**src/bcl_pkg.sv**
```systemverilog
// constants shared by the band clock and low-voltage status block
package bcl_pkg;
    // ========================================================================
    // register byte addresses on the wishbone slave
    localparam logic [7:0] ADR_CTRL   = 8'h00;  // control and active configuration
    localparam logic [7:0] ADR_STATUS = 8'h04;  // status, flag clears on read
    localparam logic [7:0] ADR_CARR   = 8'h08;  // carrier frequency word
    localparam logic [7:0] ADR_DEV    = 8'h0C;  // deviation frequency word
    localparam logic [7:0] ADR_FREQA  = 8'h10;  // synthesizer word a
    localparam logic [7:0] ADR_FREQB  = 8'h14;  // synthesizer word b
    localparam logic [7:0] ADR_FREQC  = 8'h18;  // synthesizer word c
    localparam logic [7:0] ADR_CFG0   = 8'h1C;  // stored configuration set 0
    localparam logic [7:0] ADR_CFG1   = 8'h20;  // stored configuration set 1
    localparam logic [7:0] ADR_CLKINF = 8'h24;  // divide ratios in use
    // ========================================================================
    // control register fields
    localparam int CTL_LOW_VOLT_DETECT_ENABLE    = 0;   // low_volt_detect_enable
    localparam int CTL_RXEN    = 1;   // receive request
    localparam int CTL_DIRECT  = 2;   // direct frequency access method
    localparam int CTL_CFGSEL  = 3;   // configuration set chosen for load
    localparam int CTL_LOAD    = 4;   // write 1 loads chosen set, self clearing
    localparam int CTL_ACT_LSB = 8;   // active configuration byte lsb
    // active configuration byte layout
    localparam int CFG_BAND_LSB = 0;  // band_select, 2 bits
    localparam int CFG_LOF_LSB  = 2;  // lo_fine_select, 2 bits
    localparam int CFG_DME      = 4;  // data manager enable
    localparam int CFG_LNA_LSB  = 5;  // lna gain reduction step, 2 bits
    // status register fields
    localparam int STS_LVFLAG  = 0;   // latched low-voltage flag
    localparam int STS_UNLOCK  = 1;   // pll unlock input level
    localparam int STS_ST_LSB  = 2;   // control state, 2 bits
    // ========================================================================
    // reset values
    localparam logic [7:0]  CFG_RST  = 8'h00;
    localparam logic [15:0] FREQ_RST = 16'h0000;
    // ========================================================================
    // divide ratios of the reference clock
    localparam logic [6:0] DATA_DIV_LO = 7'h3C;  // 60
    localparam logic [6:0] DATA_DIV_HI = 7'h50;  // 80
    localparam logic [6:0] DIG_DIV_LO  = 7'h1E;  // 30
    localparam logic [6:0] DIG_DIV_HI  = 7'h28;  // 40
    localparam logic [3:0] IF_DIV_LO   = 4'h9;   // 9
    localparam logic [3:0] IF_DIV_HI   = 4'hC;   // 12
    // manchester half-bit length in data clock ticks
    localparam int MAN_HALF_DEF = 8;
    // ========================================================================
    // control state machine, gray along standby, receive, monitor
    typedef enum logic [1:0] {
        ST_STANDBY = 2'b00,
        ST_RECEIVE = 2'b01,
        ST_LVD     = 2'b11
    } bcl_state_t;
endpackage : bcl_pkg

```
**src/bcl_top.sv**
```systemverilog
// band clock planning, low-voltage status and receive data path
`timescale 1ns/100ps
module bcl_top
    import bcl_pkg::*;
#(
    parameter int MAN_HALF = MAN_HALF_DEF
)(
    input  wire logic        CORE_CLK,
    input  wire logic        RSTN,
    input  wire logic        CYC_I,
    input  wire logic        STB_I,
    input  wire logic        WE_I,
    input  wire logic [7:0]  ADR_I,
    input  wire logic [3:0]  SEL_I,
    input  wire logic [31:0] DAT_I,
    output logic      [31:0] DAT_O,
    output logic             ACK_O,
    input  wire logic        SUPPLY_LOW,
    input  wire logic        PLL_UNLOCK,
    input  wire logic        SLICED_DATA,
    input  wire logic        WAKEUP,
    output logic             LVD_DET_EN,
    output logic             STANDBY,
    output logic             DATA_CLK,
    output logic             DIG_CLK,
    output logic      [3:0]  IF_DIV,
    output logic      [1:0]  LNA_GAIN_RED,
    output logic      [1:0]  LO_FINE_SELECT,
    output logic             RX_DATA,
    output logic             RX_CLK,
    output logic      [15:0] FREQ_A,
    output logic      [15:0] FREQ_B,
    output logic      [15:0] FREQ_C
);
    // ========================================================================
    // ratio lookups
    function automatic logic [6:0] data_div(input logic b);
        data_div = b ? DATA_DIV_HI : DATA_DIV_LO;
    endfunction : data_div

    function automatic logic [6:0] dig_div(input logic b);
        dig_div = b ? DIG_DIV_HI : DIG_DIV_LO;
    endfunction : dig_div

    // ========================================================================
    // registers
    logic             low_volt_detect_enable_r, rxen_r, direct_r, cfgsel_r, lv_flag_r;
    logic [7:0]       act_r, cfg0_r, cfg1_r;
    logic [15:0]      carr_r, dev_r;
    logic             band_prev_r;
    logic [6:0]       dcnt_r, gcnt_r;
    bcl_state_t       state_r, state_nxt;
    logic             din_prev_r;
    logic [7:0]       tcnt_r;

    // ========================================================================
    // bus decode
    wire        acc        = CYC_I & STB_I & ~ACK_O;
    wire        wr         = acc & WE_I & SEL_I[0];
    wire        wr_hi      = acc & WE_I & SEL_I[1];
    wire        rd_status  = acc & ~WE_I & (ADR_I == ADR_STATUS);
    wire        band_low   = act_r[CFG_BAND_LSB];
    wire        band_chg   = band_low != band_prev_r;
    wire        lv_set     = low_volt_detect_enable_r & SUPPLY_LOW;
    wire        data_tick  = dcnt_r == data_div(band_low) - 7'h01;
    wire        dig_tick   = gcnt_r == dig_div(band_low) - 7'h01;
    wire        cfg_load   = (wr & (ADR_I == ADR_CTRL) & DAT_I[CTL_LOAD]) | WAKEUP;
    wire [7:0]  cfg_pick   = cfgsel_r ? cfg1_r : cfg0_r;
    wire        dme        = act_r[CFG_DME];
    wire        mid_edge   = (SLICED_DATA != din_prev_r) && (tcnt_r >= 8'(3 * MAN_HALF / 2));

    // read multiplexer, unmapped words read zero
    logic [31:0] rdata;
    always_comb
    begin
        rdata = 32'h0000_0000;
        case (ADR_I)
            ADR_CTRL:   rdata = {16'h0000, act_r, 3'h0, 1'b0, cfgsel_r, direct_r,
                                 rxen_r, low_volt_detect_enable_r};
            ADR_STATUS: rdata = {28'h0000000, state_r, PLL_UNLOCK, lv_flag_r};
            ADR_CARR:   rdata = {16'h0000, carr_r};
            ADR_DEV:    rdata = {16'h0000, dev_r};
            ADR_FREQA:  rdata = {16'h0000, FREQ_A};
            ADR_FREQB:  rdata = {16'h0000, FREQ_B};
            ADR_FREQC:  rdata = {16'h0000, FREQ_C};
            ADR_CFG0:   rdata = {24'h000000, cfg0_r};
            ADR_CFG1:   rdata = {24'h000000, cfg1_r};
            ADR_CLKINF: rdata = {13'h0000, IF_DIV, dig_div(band_low), 1'b0,
                                 data_div(band_low)};
            default:    rdata = 32'h0000_0000;
        endcase
    end

    // ========================================================================
    // wishbone answer: one wait state, ack drops the cycle after it rose
    always_ff @(posedge CORE_CLK or negedge RSTN)
    begin
        if (!RSTN)
        begin
            ACK_O <= 1'b0;
            DAT_O <= 32'h0000_0000;
        end
        else
        begin
            ACK_O <= acc;
            DAT_O <= acc ? rdata : 32'h0000_0000;
        end
    end

    // control bits and configuration sets, all cleared by power-on reset
    always_ff @(posedge CORE_CLK or negedge RSTN)
    begin
        if (!RSTN)
        begin
            low_volt_detect_enable_r   <= 1'b0;
            rxen_r   <= 1'b0;
            direct_r <= 1'b0;
            cfgsel_r <= 1'b0;
            act_r    <= CFG_RST;
            cfg0_r   <= CFG_RST;
            cfg1_r   <= CFG_RST;
            carr_r   <= FREQ_RST;
            dev_r    <= FREQ_RST;
        end
        else
        begin
            if (wr && ADR_I == ADR_CTRL)
            begin
                low_volt_detect_enable_r   <= DAT_I[CTL_LOW_VOLT_DETECT_ENABLE];
                rxen_r   <= DAT_I[CTL_RXEN];
                direct_r <= DAT_I[CTL_DIRECT];
                cfgsel_r <= DAT_I[CTL_CFGSEL];
            end
            // a load beats a plain write of the active byte
            if (cfg_load)
                act_r <= cfg_pick;
            else if (wr_hi && ADR_I == ADR_CTRL)
                act_r <= DAT_I[CTL_ACT_LSB +: 8];
            if (wr && ADR_I == ADR_CFG0)
                cfg0_r <= DAT_I[7:0];
            if (wr && ADR_I == ADR_CFG1)
                cfg1_r <= DAT_I[7:0];
            if (wr && wr_hi && ADR_I == ADR_CARR)
                carr_r <= DAT_I[15:0];
            if (wr && wr_hi && ADR_I == ADR_DEV)
                dev_r <= DAT_I[15:0];
        end
    end

    // latched supply flag: a new low reading wins over the read that clears it
    always_ff @(posedge CORE_CLK or negedge RSTN)
    begin
        if (!RSTN)
            lv_flag_r <= 1'b0;
        else if (lv_set)
            lv_flag_r <= 1'b1;
        else if (rd_status)
            lv_flag_r <= 1'b0;
    end

    // ========================================================================
    // synthesizer words: computed from carrier and deviation, or written
    always_ff @(posedge CORE_CLK or negedge RSTN)
    begin
        if (!RSTN)
        begin
            FREQ_A <= FREQ_RST;
            FREQ_B <= FREQ_RST;
            FREQ_C <= FREQ_RST;
        end
        else if (!direct_r)
        begin
            FREQ_A <= carr_r;
            FREQ_B <= 16'(carr_r + dev_r);
            FREQ_C <= 16'(carr_r - dev_r);
        end
        else if (wr && wr_hi)
        begin
            if (ADR_I == ADR_FREQA) FREQ_A <= DAT_I[15:0];
            if (ADR_I == ADR_FREQB) FREQ_B <= DAT_I[15:0];
            if (ADR_I == ADR_FREQC) FREQ_C <= DAT_I[15:0];
        end
    end

    // ========================================================================
    // dividers on the reference; the only clock is CORE_CLK itself
    // both restart at count zero when the band low bit moves
    always_ff @(posedge CORE_CLK or negedge RSTN)
    begin
        if (!RSTN)
        begin
            band_prev_r <= 1'b0;
            dcnt_r      <= 7'h00;
            gcnt_r      <= 7'h00;
            DATA_CLK    <= 1'b0;
            DIG_CLK     <= 1'b0;
        end
        else
        begin
            band_prev_r <= band_low;
            dcnt_r      <= (band_chg || data_tick) ? 7'h00 : dcnt_r + 7'h01;
            gcnt_r      <= (band_chg || dig_tick) ? 7'h00 : gcnt_r + 7'h01;
            // high while the next count lies in the first half, so even ratios give
            // exactly 50 percent; a restart or wrap lands on count zero, a high phase
            DATA_CLK    <= band_chg || data_tick ||
                           (dcnt_r + 7'h01 < (data_div(band_low) >> 1));
            DIG_CLK     <= band_chg || dig_tick ||
                           (gcnt_r + 7'h01 < (dig_div(band_low) >> 1));
        end
    end

    // static selections taken from the active configuration, detector enable from the control bit
    always_ff @(posedge CORE_CLK or negedge RSTN)
    begin
        if (!RSTN)
        begin
            IF_DIV         <= IF_DIV_LO;
            LNA_GAIN_RED   <= 2'h0;
            LO_FINE_SELECT <= 2'h0;
            LVD_DET_EN     <= 1'b0;
        end
        else
        begin
            IF_DIV         <= band_low ? IF_DIV_HI : IF_DIV_LO;
            LNA_GAIN_RED   <= act_r[CFG_LNA_LSB +: 2];
            LO_FINE_SELECT <= act_r[CFG_LOF_LSB +: 2];
            LVD_DET_EN     <= low_volt_detect_enable_r;
        end
    end

    // ========================================================================
    // control state machine, moves only on the digital clock tick
    always_comb
    begin
        case (state_r)
            ST_STANDBY, ST_RECEIVE, ST_LVD:
                state_nxt = rxen_r ? ST_RECEIVE : (low_volt_detect_enable_r ? ST_LVD : ST_STANDBY);
            default:
                state_nxt = ST_STANDBY;
        endcase
    end

    always_ff @(posedge CORE_CLK or negedge RSTN)
    begin
        if (!RSTN)
        begin
            state_r <= ST_STANDBY;
            STANDBY <= 1'b1;
        end
        else if (dig_tick)
        begin
            state_r <= state_nxt;
            STANDBY <= state_nxt == ST_STANDBY;
        end
    end

    // ========================================================================
    // receive path: raw slicer output or manchester decode on data ticks
    // transitions closer than 3/4 bit to the last mid-bit edge are bit-boundary edges
    always_ff @(posedge CORE_CLK or negedge RSTN)
    begin
        if (!RSTN)
        begin
            din_prev_r <= 1'b0;
            tcnt_r     <= 8'hFF;
            RX_DATA    <= 1'b0;
            RX_CLK     <= 1'b0;
        end
        else if (state_r != ST_RECEIVE || PLL_UNLOCK)
        begin
            din_prev_r <= SLICED_DATA;
            tcnt_r     <= 8'hFF;
            RX_DATA    <= 1'b0;
            RX_CLK     <= 1'b0;
        end
        else if (!dme)
        begin
            RX_DATA <= SLICED_DATA;
            RX_CLK  <= 1'b0;
        end
        else if (data_tick)
        begin
            din_prev_r <= SLICED_DATA;
            if (mid_edge)
            begin
                tcnt_r  <= 8'h00;
                RX_DATA <= SLICED_DATA;
                RX_CLK  <= 1'b1;
            end
            else
            begin
                tcnt_r <= (tcnt_r == 8'hFF) ? tcnt_r : tcnt_r + 8'h01;
                if (tcnt_r == 8'(MAN_HALF))
                    RX_CLK <= 1'b0;
            end
        end
    end

    // ========================================================================
    // checks
    a_lvd_flag_set: assert property (@(posedge CORE_CLK) disable iff (!RSTN)
        low_volt_detect_enable_r && SUPPLY_LOW |=> lv_flag_r) else $error("supply low not flagged");
    a_lvd_flag_hold: assert property (@(posedge CORE_CLK) disable iff (!RSTN)
        lv_flag_r && !rd_status |=> lv_flag_r) else $error("flag lost without read");
    a_lvd_read_clr: assert property (@(posedge CORE_CLK) disable iff (!RSTN)
        rd_status && !lv_set |=> !lv_flag_r) else $error("read did not clear flag");
    a_no_standby_lvd: assert property (@(posedge CORE_CLK) disable iff (!RSTN)
        low_volt_detect_enable_r && dig_tick |=> state_r != ST_STANDBY && !STANDBY)
        else $error("standby entered with detector on");
    a_data_div_lo: assert property (@(posedge CORE_CLK)
        disable iff (!RSTN || band_chg)
        data_tick && !band_low && $stable(act_r) |-> ##60 (data_tick || band_chg ||
        $past(band_chg))) else $error("data clock period not 60");
    a_dig_div_hi: assert property (@(posedge CORE_CLK)
        disable iff (!RSTN || band_chg)
        dig_tick && band_low && $stable(act_r) |-> ##1 (!dig_tick)[*8] ##32
        (dig_tick || band_chg || $past(band_chg))) else $error("digital clock period not 40");
    a_if_divisor: assert property (@(posedge CORE_CLK) disable iff (!RSTN)
        1'b1 |=> IF_DIV == ($past(band_low) ? 4'hC : 4'h9)) else $error("wrong if divisor");
    a_unlock_gate: assert property (@(posedge CORE_CLK) disable iff (!RSTN)
        PLL_UNLOCK |=> !RX_DATA && !RX_CLK) else $error("data passed while unlocked");
    a_raw_pass: assert property (@(posedge CORE_CLK) disable iff (!RSTN)
        state_r == ST_RECEIVE && !dme && !PLL_UNLOCK |=> RX_DATA == $past(SLICED_DATA))
        else $error("raw data not passed");
    a_cfg_load: assert property (@(posedge CORE_CLK) disable iff (!RSTN)
        WAKEUP |=> act_r == $past(cfg_pick)) else $error("configuration not loaded");
    a_freq_calc: assert property (@(posedge CORE_CLK) disable iff (!RSTN)
        !direct_r |=> FREQ_B == 16'($past(carr_r) + $past(dev_r)))
        else $error("computed word wrong");
    a_wb_ack: assert property (@(posedge CORE_CLK) disable iff (!RSTN)
        acc |=> ACK_O ##1 !ACK_O) else $error("ack not one cycle");
endmodule : bcl_top

```
**config.mk**
```make
export PLATFORM = sky130hd
export DESIGN_NAME = bcl_top
export DESIGN_NICKNAME = d
export VERILOG_FILES = /design/src/bcl_pkg.sv /design/src/bcl_top.sv
export SDC_FILE = /design/constraint.sdc
export NUM_CORES = 1
export LEC_CHECK = 0
export BUFFER_PORTS_ARGS = -buffer_cell sky130_fd_sc_hd__buf_2
export CAP_MARGIN = 10
export CORE_MARGIN = 2
export CORE_UTILIZATION = 58
export CTS_CLUSTER_SIZE = 14
export DETAILED_ROUTE_END_ITERATION = 10
export PLACE_DENSITY = 0.81
export SETUP_SLACK_MARGIN = 0.02
export SYNTH_ARGS = -nofsm -noshare
export SYNTH_HDL_FRONTEND = slang
export SYNTH_SLANG_ARGS = --single-unit
```
**constraint.sdc**
```tcl
create_clock -name CORE_CLK -period 2.5 [get_ports CORE_CLK]
set_input_delay 0.5 -clock CORE_CLK [delete_from_list [all_inputs] [get_ports CORE_CLK]]
set_output_delay 0.5 -clock CORE_CLK [all_outputs]
set_load 0.01 [all_outputs]
```
==> metrics.md <==
| Metric | Value |
|---|---|
| Cell leakage power | `roughly 5.5 nW` |
| Design Area, Final | `11,810 um^2` |
| Reg2Reg Setup Slack | `~0.052 ns` |
| RSZ-0062 raised after global routing | `yes` |
| Setup TNS Final | `0 ns` |
| Minimum clock period | `between 2 and 2.5 ns` |
| Nets | `approximately 1.3k` |
| Pin count of the biggest net entering global routing | `87` |
| TritonRoute pass-1 iters | `5` |
| Synth warn | `0` |
| Largest cells by area after synthesis | `dfrtp_1 39%, mux2i_1 7.9%, mux2_2 5.5%, ha_1 5.0%, a21oi_1 3.3%` |
| CP max stage delay | `approximately 0.42 ns` |
| Chip Height | `roughly 140 um` |
| Final Cycle Share | `0.9792` |
| Max-cap violations | `0` |
| RePlAce Congestion | `around 0.95` |
| Avg Cell Area, Syn | `approximately 10 um^2` |
| Dpl hpwl | `22.71 mm` |
| Number of global-route vias before repair | `about 8.6k` |
| Crit path max fanout | `4` |
| Max-slew violation count | `0` |
| Die W | `135.7 um` |
| First-pass GRT wire length | `approximately 47 mm` |
| CTS Buffer Depth | `2` |
| Kind of critical path | `flip-flop to flip-flop` |
| Tot Pwr | `~6.7 mW` |
| # setup viols final | `0` |
| Antenna violations before repair | `0` |
| Yosys reg bits | `~170` |
| Port Buffer Count | `between 100 and 150` |
| Reg2reg path depth | `8` |
| DR iter-0 viols | `approximately 760` |
| Worst setup EP type | `flip-flop` |
| Reg clk slew, reported paths | `0.06 ns` |
| GR Util All Layers | `0.3365` |
| Hold_buf cts | `0` |
| Starting Density | `0.5876` |
| Boundary pin count | `roughly 150` |
| Clock tree from TritonCTS | `done` |
| Placed Area | `11,200 um^2` |
| Ys flop type | `dfrtp_1` |
| Clk_skew | `around 0.0098 ns` |
| Die area | `roughly 18,000 um^2` |
| Worst-margin pin slew | `0.6790 ns` |
| Slowest-stage cell, CP | `dfrtp_1` |
| Sequential fraction of the synthesis area | `0.4118` |
| Vias per Instance | `just over 6` |
| Status | `completed` |
| H-tree level count | `4` |
| Total congestion overflow | `0` |
| WP data required | `around 2.8 ns` |
| # DRC | `0` |
| Post-CTS setup buffers | `0` |
| Finished Layout Cells | `~1.4k` |
| Yosys cell types | `between 80 and 90` |
| Cells after DPL | `around 1.4k` |
| CTS root buffer | `clkbuf_16` |
| Post-Syn Area | `between 10,000 and 15,000 um^2` |
| Arr. time, crit path | `between 2 and 3 ns` |
| Synth area leader | `dfrtp_1` |
| Layout cells sized above 1 | `0.2655` |
| Diode count | `0` |
| Post-Syn Instances | `1,022` |
| Top cells by count, synth | `155 x dfrtp_1, 80 x nor2_1, 79 x mux2i_1` |
| Clock sink count | `165` |
| Routed WL | `about 30 mm` |
| Fmax | `between 400 and 500 MHz` |
| WL/cell | `roughly 22 um` |
| Pwr Density | `roughly 570 nW/um^2` |
| Via count | `between 8k and 9k` |
| Most instantiated library cell after synthesis | `dfrtp_1` |
| Share of the synthesized area in the top cell type | `0.3857` |
| Worst Hold Class | `input port to async pin` |
| CP startpoint kind | `flip-flop` |
| Number of synthesized flops with an enable pin | `0` |
| Final ANT Viol Nets | `0` |
| Post-synth ARST share | `1.000` |
| Worst skew pair latency | `between 0.4 and 0.5 ns` |
| Endpoints failing hold | `0` |
| Post-CTS Resized | `0` |
| Maximum vdd drop | `0.0004829 V` |
| Reg2reg start | `dev_r[0]` |
| Core ar. | `17,120 um^2` |
| RR Endpoint | `FREQ_B[14]` |
| Total CTS buffers | `17` |
| Slew margin rel. | `0.5474` |
| Area Overhead vs Synth | `17.43%` |
| Row cnt | `48` |
| CP cell instances | `ha_1 > fa_1 > nor2b_1 > o21ai_1 > nand3b_1 > a31oi_1 > a21oi_1 > o31a_1` |
[layout by cell type, fill, tap and decap left out, drive strengths merged, types with 6 or more instances in the layout]
cell,count
a21oi,68
a221oi,7
a22oi,16
a31oi,11
and2,7
and3,9
buf,185
clkbuf,22
conb,16
dfrtp,155
dfstp,10
ha,40
inv,42
mux2,50
mux2i,79
nand2,74
nand2b,7
nand3,26
nor2,85
nor2b,18
nor3,21
nor4,9
o211ai,14
o21a,9
o21ai,54
o21bai,8
o22ai,6
or3,9
xnor2,25
xor2,7
[layout make-up]
cell class                 instances  area, um^2
clock buffer                      22       464.2
clock inverter                     8       101.3
fill                            1323        5306
inverter                          42       157.7
multi-input combinational        757        5474
sequential                       165        4144
tap                              225       281.5
timing repair buffer             185        1187
[registers in the layout (all words and copies together) (netlist names), 2 cells and up]
name / flops
DAT_O: 18
FREQ_A: 16
FREQ_B: 16
FREQ_C: 16
IF_DIV: 2
LNA_GAIN_RED: 2
LO_FINE_SELECT: 2
act_r: 8
carr_r: 16
cfg0_r: 8
cfg1_r: 8
dcnt_r: 7
dev_r: 16
gcnt_r: 7
state_r: 2
tcnt_r: 8
[worst max-delay path: cells and delay by family, from the launching register on]
| kind | cells | cell delay, ns |
|---|---|---|
| compound gates | 4 | 0.83 |
| fa+ha+maj | 2 | 0.66 |
| flops | 1 | 0.42 |
| simple gates | 2 | 0.43 |
[through the flow]
stage | hold WS (ns) | setup WS, ns | util
2_1_floorplan | 0.2044 | 0.3640 | -
4_1_cts | 0.1110 | 0.02150 | 0.6872
3_5_place_dp | 0.3992 | 0.04972 | 0.6542
5_1_grt | 0.1270 | 0.009206 | 0.6900
3_3_place_gp | 0.3945 | 0.06381 | 0.6542
6_report | 0.08489 | 0.05195 | 0.6900
[how the worst max path moves through the flow]
stage	startpoint	end	depth (start not counted)
6_report	dev_r[0]	FREQ_B[14]	8
5_1_grt	dev_r[2]	FREQ_B[15]	8
4_1_cts	dev_r[0]	FREQ_B[12]	8
3_5_place_dp	dev_r[0]	FREQ_B[12]	8
3_3_place_gp	dev_r[0]	FREQ_B[12]	8
2_1_floorplan	ADR_I[2]	carr_r[10]	6
[power breakdown]
part / switching (mW) / leakage, nW / internal (mW) / total [mW]
clock: 1.07 / 0.268 / 1.51 / 2.59
combinational: 0.620 / 3.10 / 0.462 / 1.08
sequential: 0.203 / 2.11 / 2.86 / 3.06
[kinds of logic after synthesis]
group | count (synthesis) | synth area share
fa+ha+maj | 42 | 0.05374
buf+inv | 114 | 0.05399
other cells | 2 | 0.0007467
flops | 165 | 0.4118
mux | 134 | 0.1458
simple gates | 292 | 0.1503
xor+xnor | 32 | 0.02787
compound gates | 241 | 0.1558
[layer usage]
metal	track usage	vias up	wire length [um]
met5	0	-	0
met4	0.1493	0	1208
met3	0.06360	87	2519
met2	0.5328	435	14270
met1	0.4519	4283	12720
li1	-	3943	-
Power figures use the tool's default switching activity.
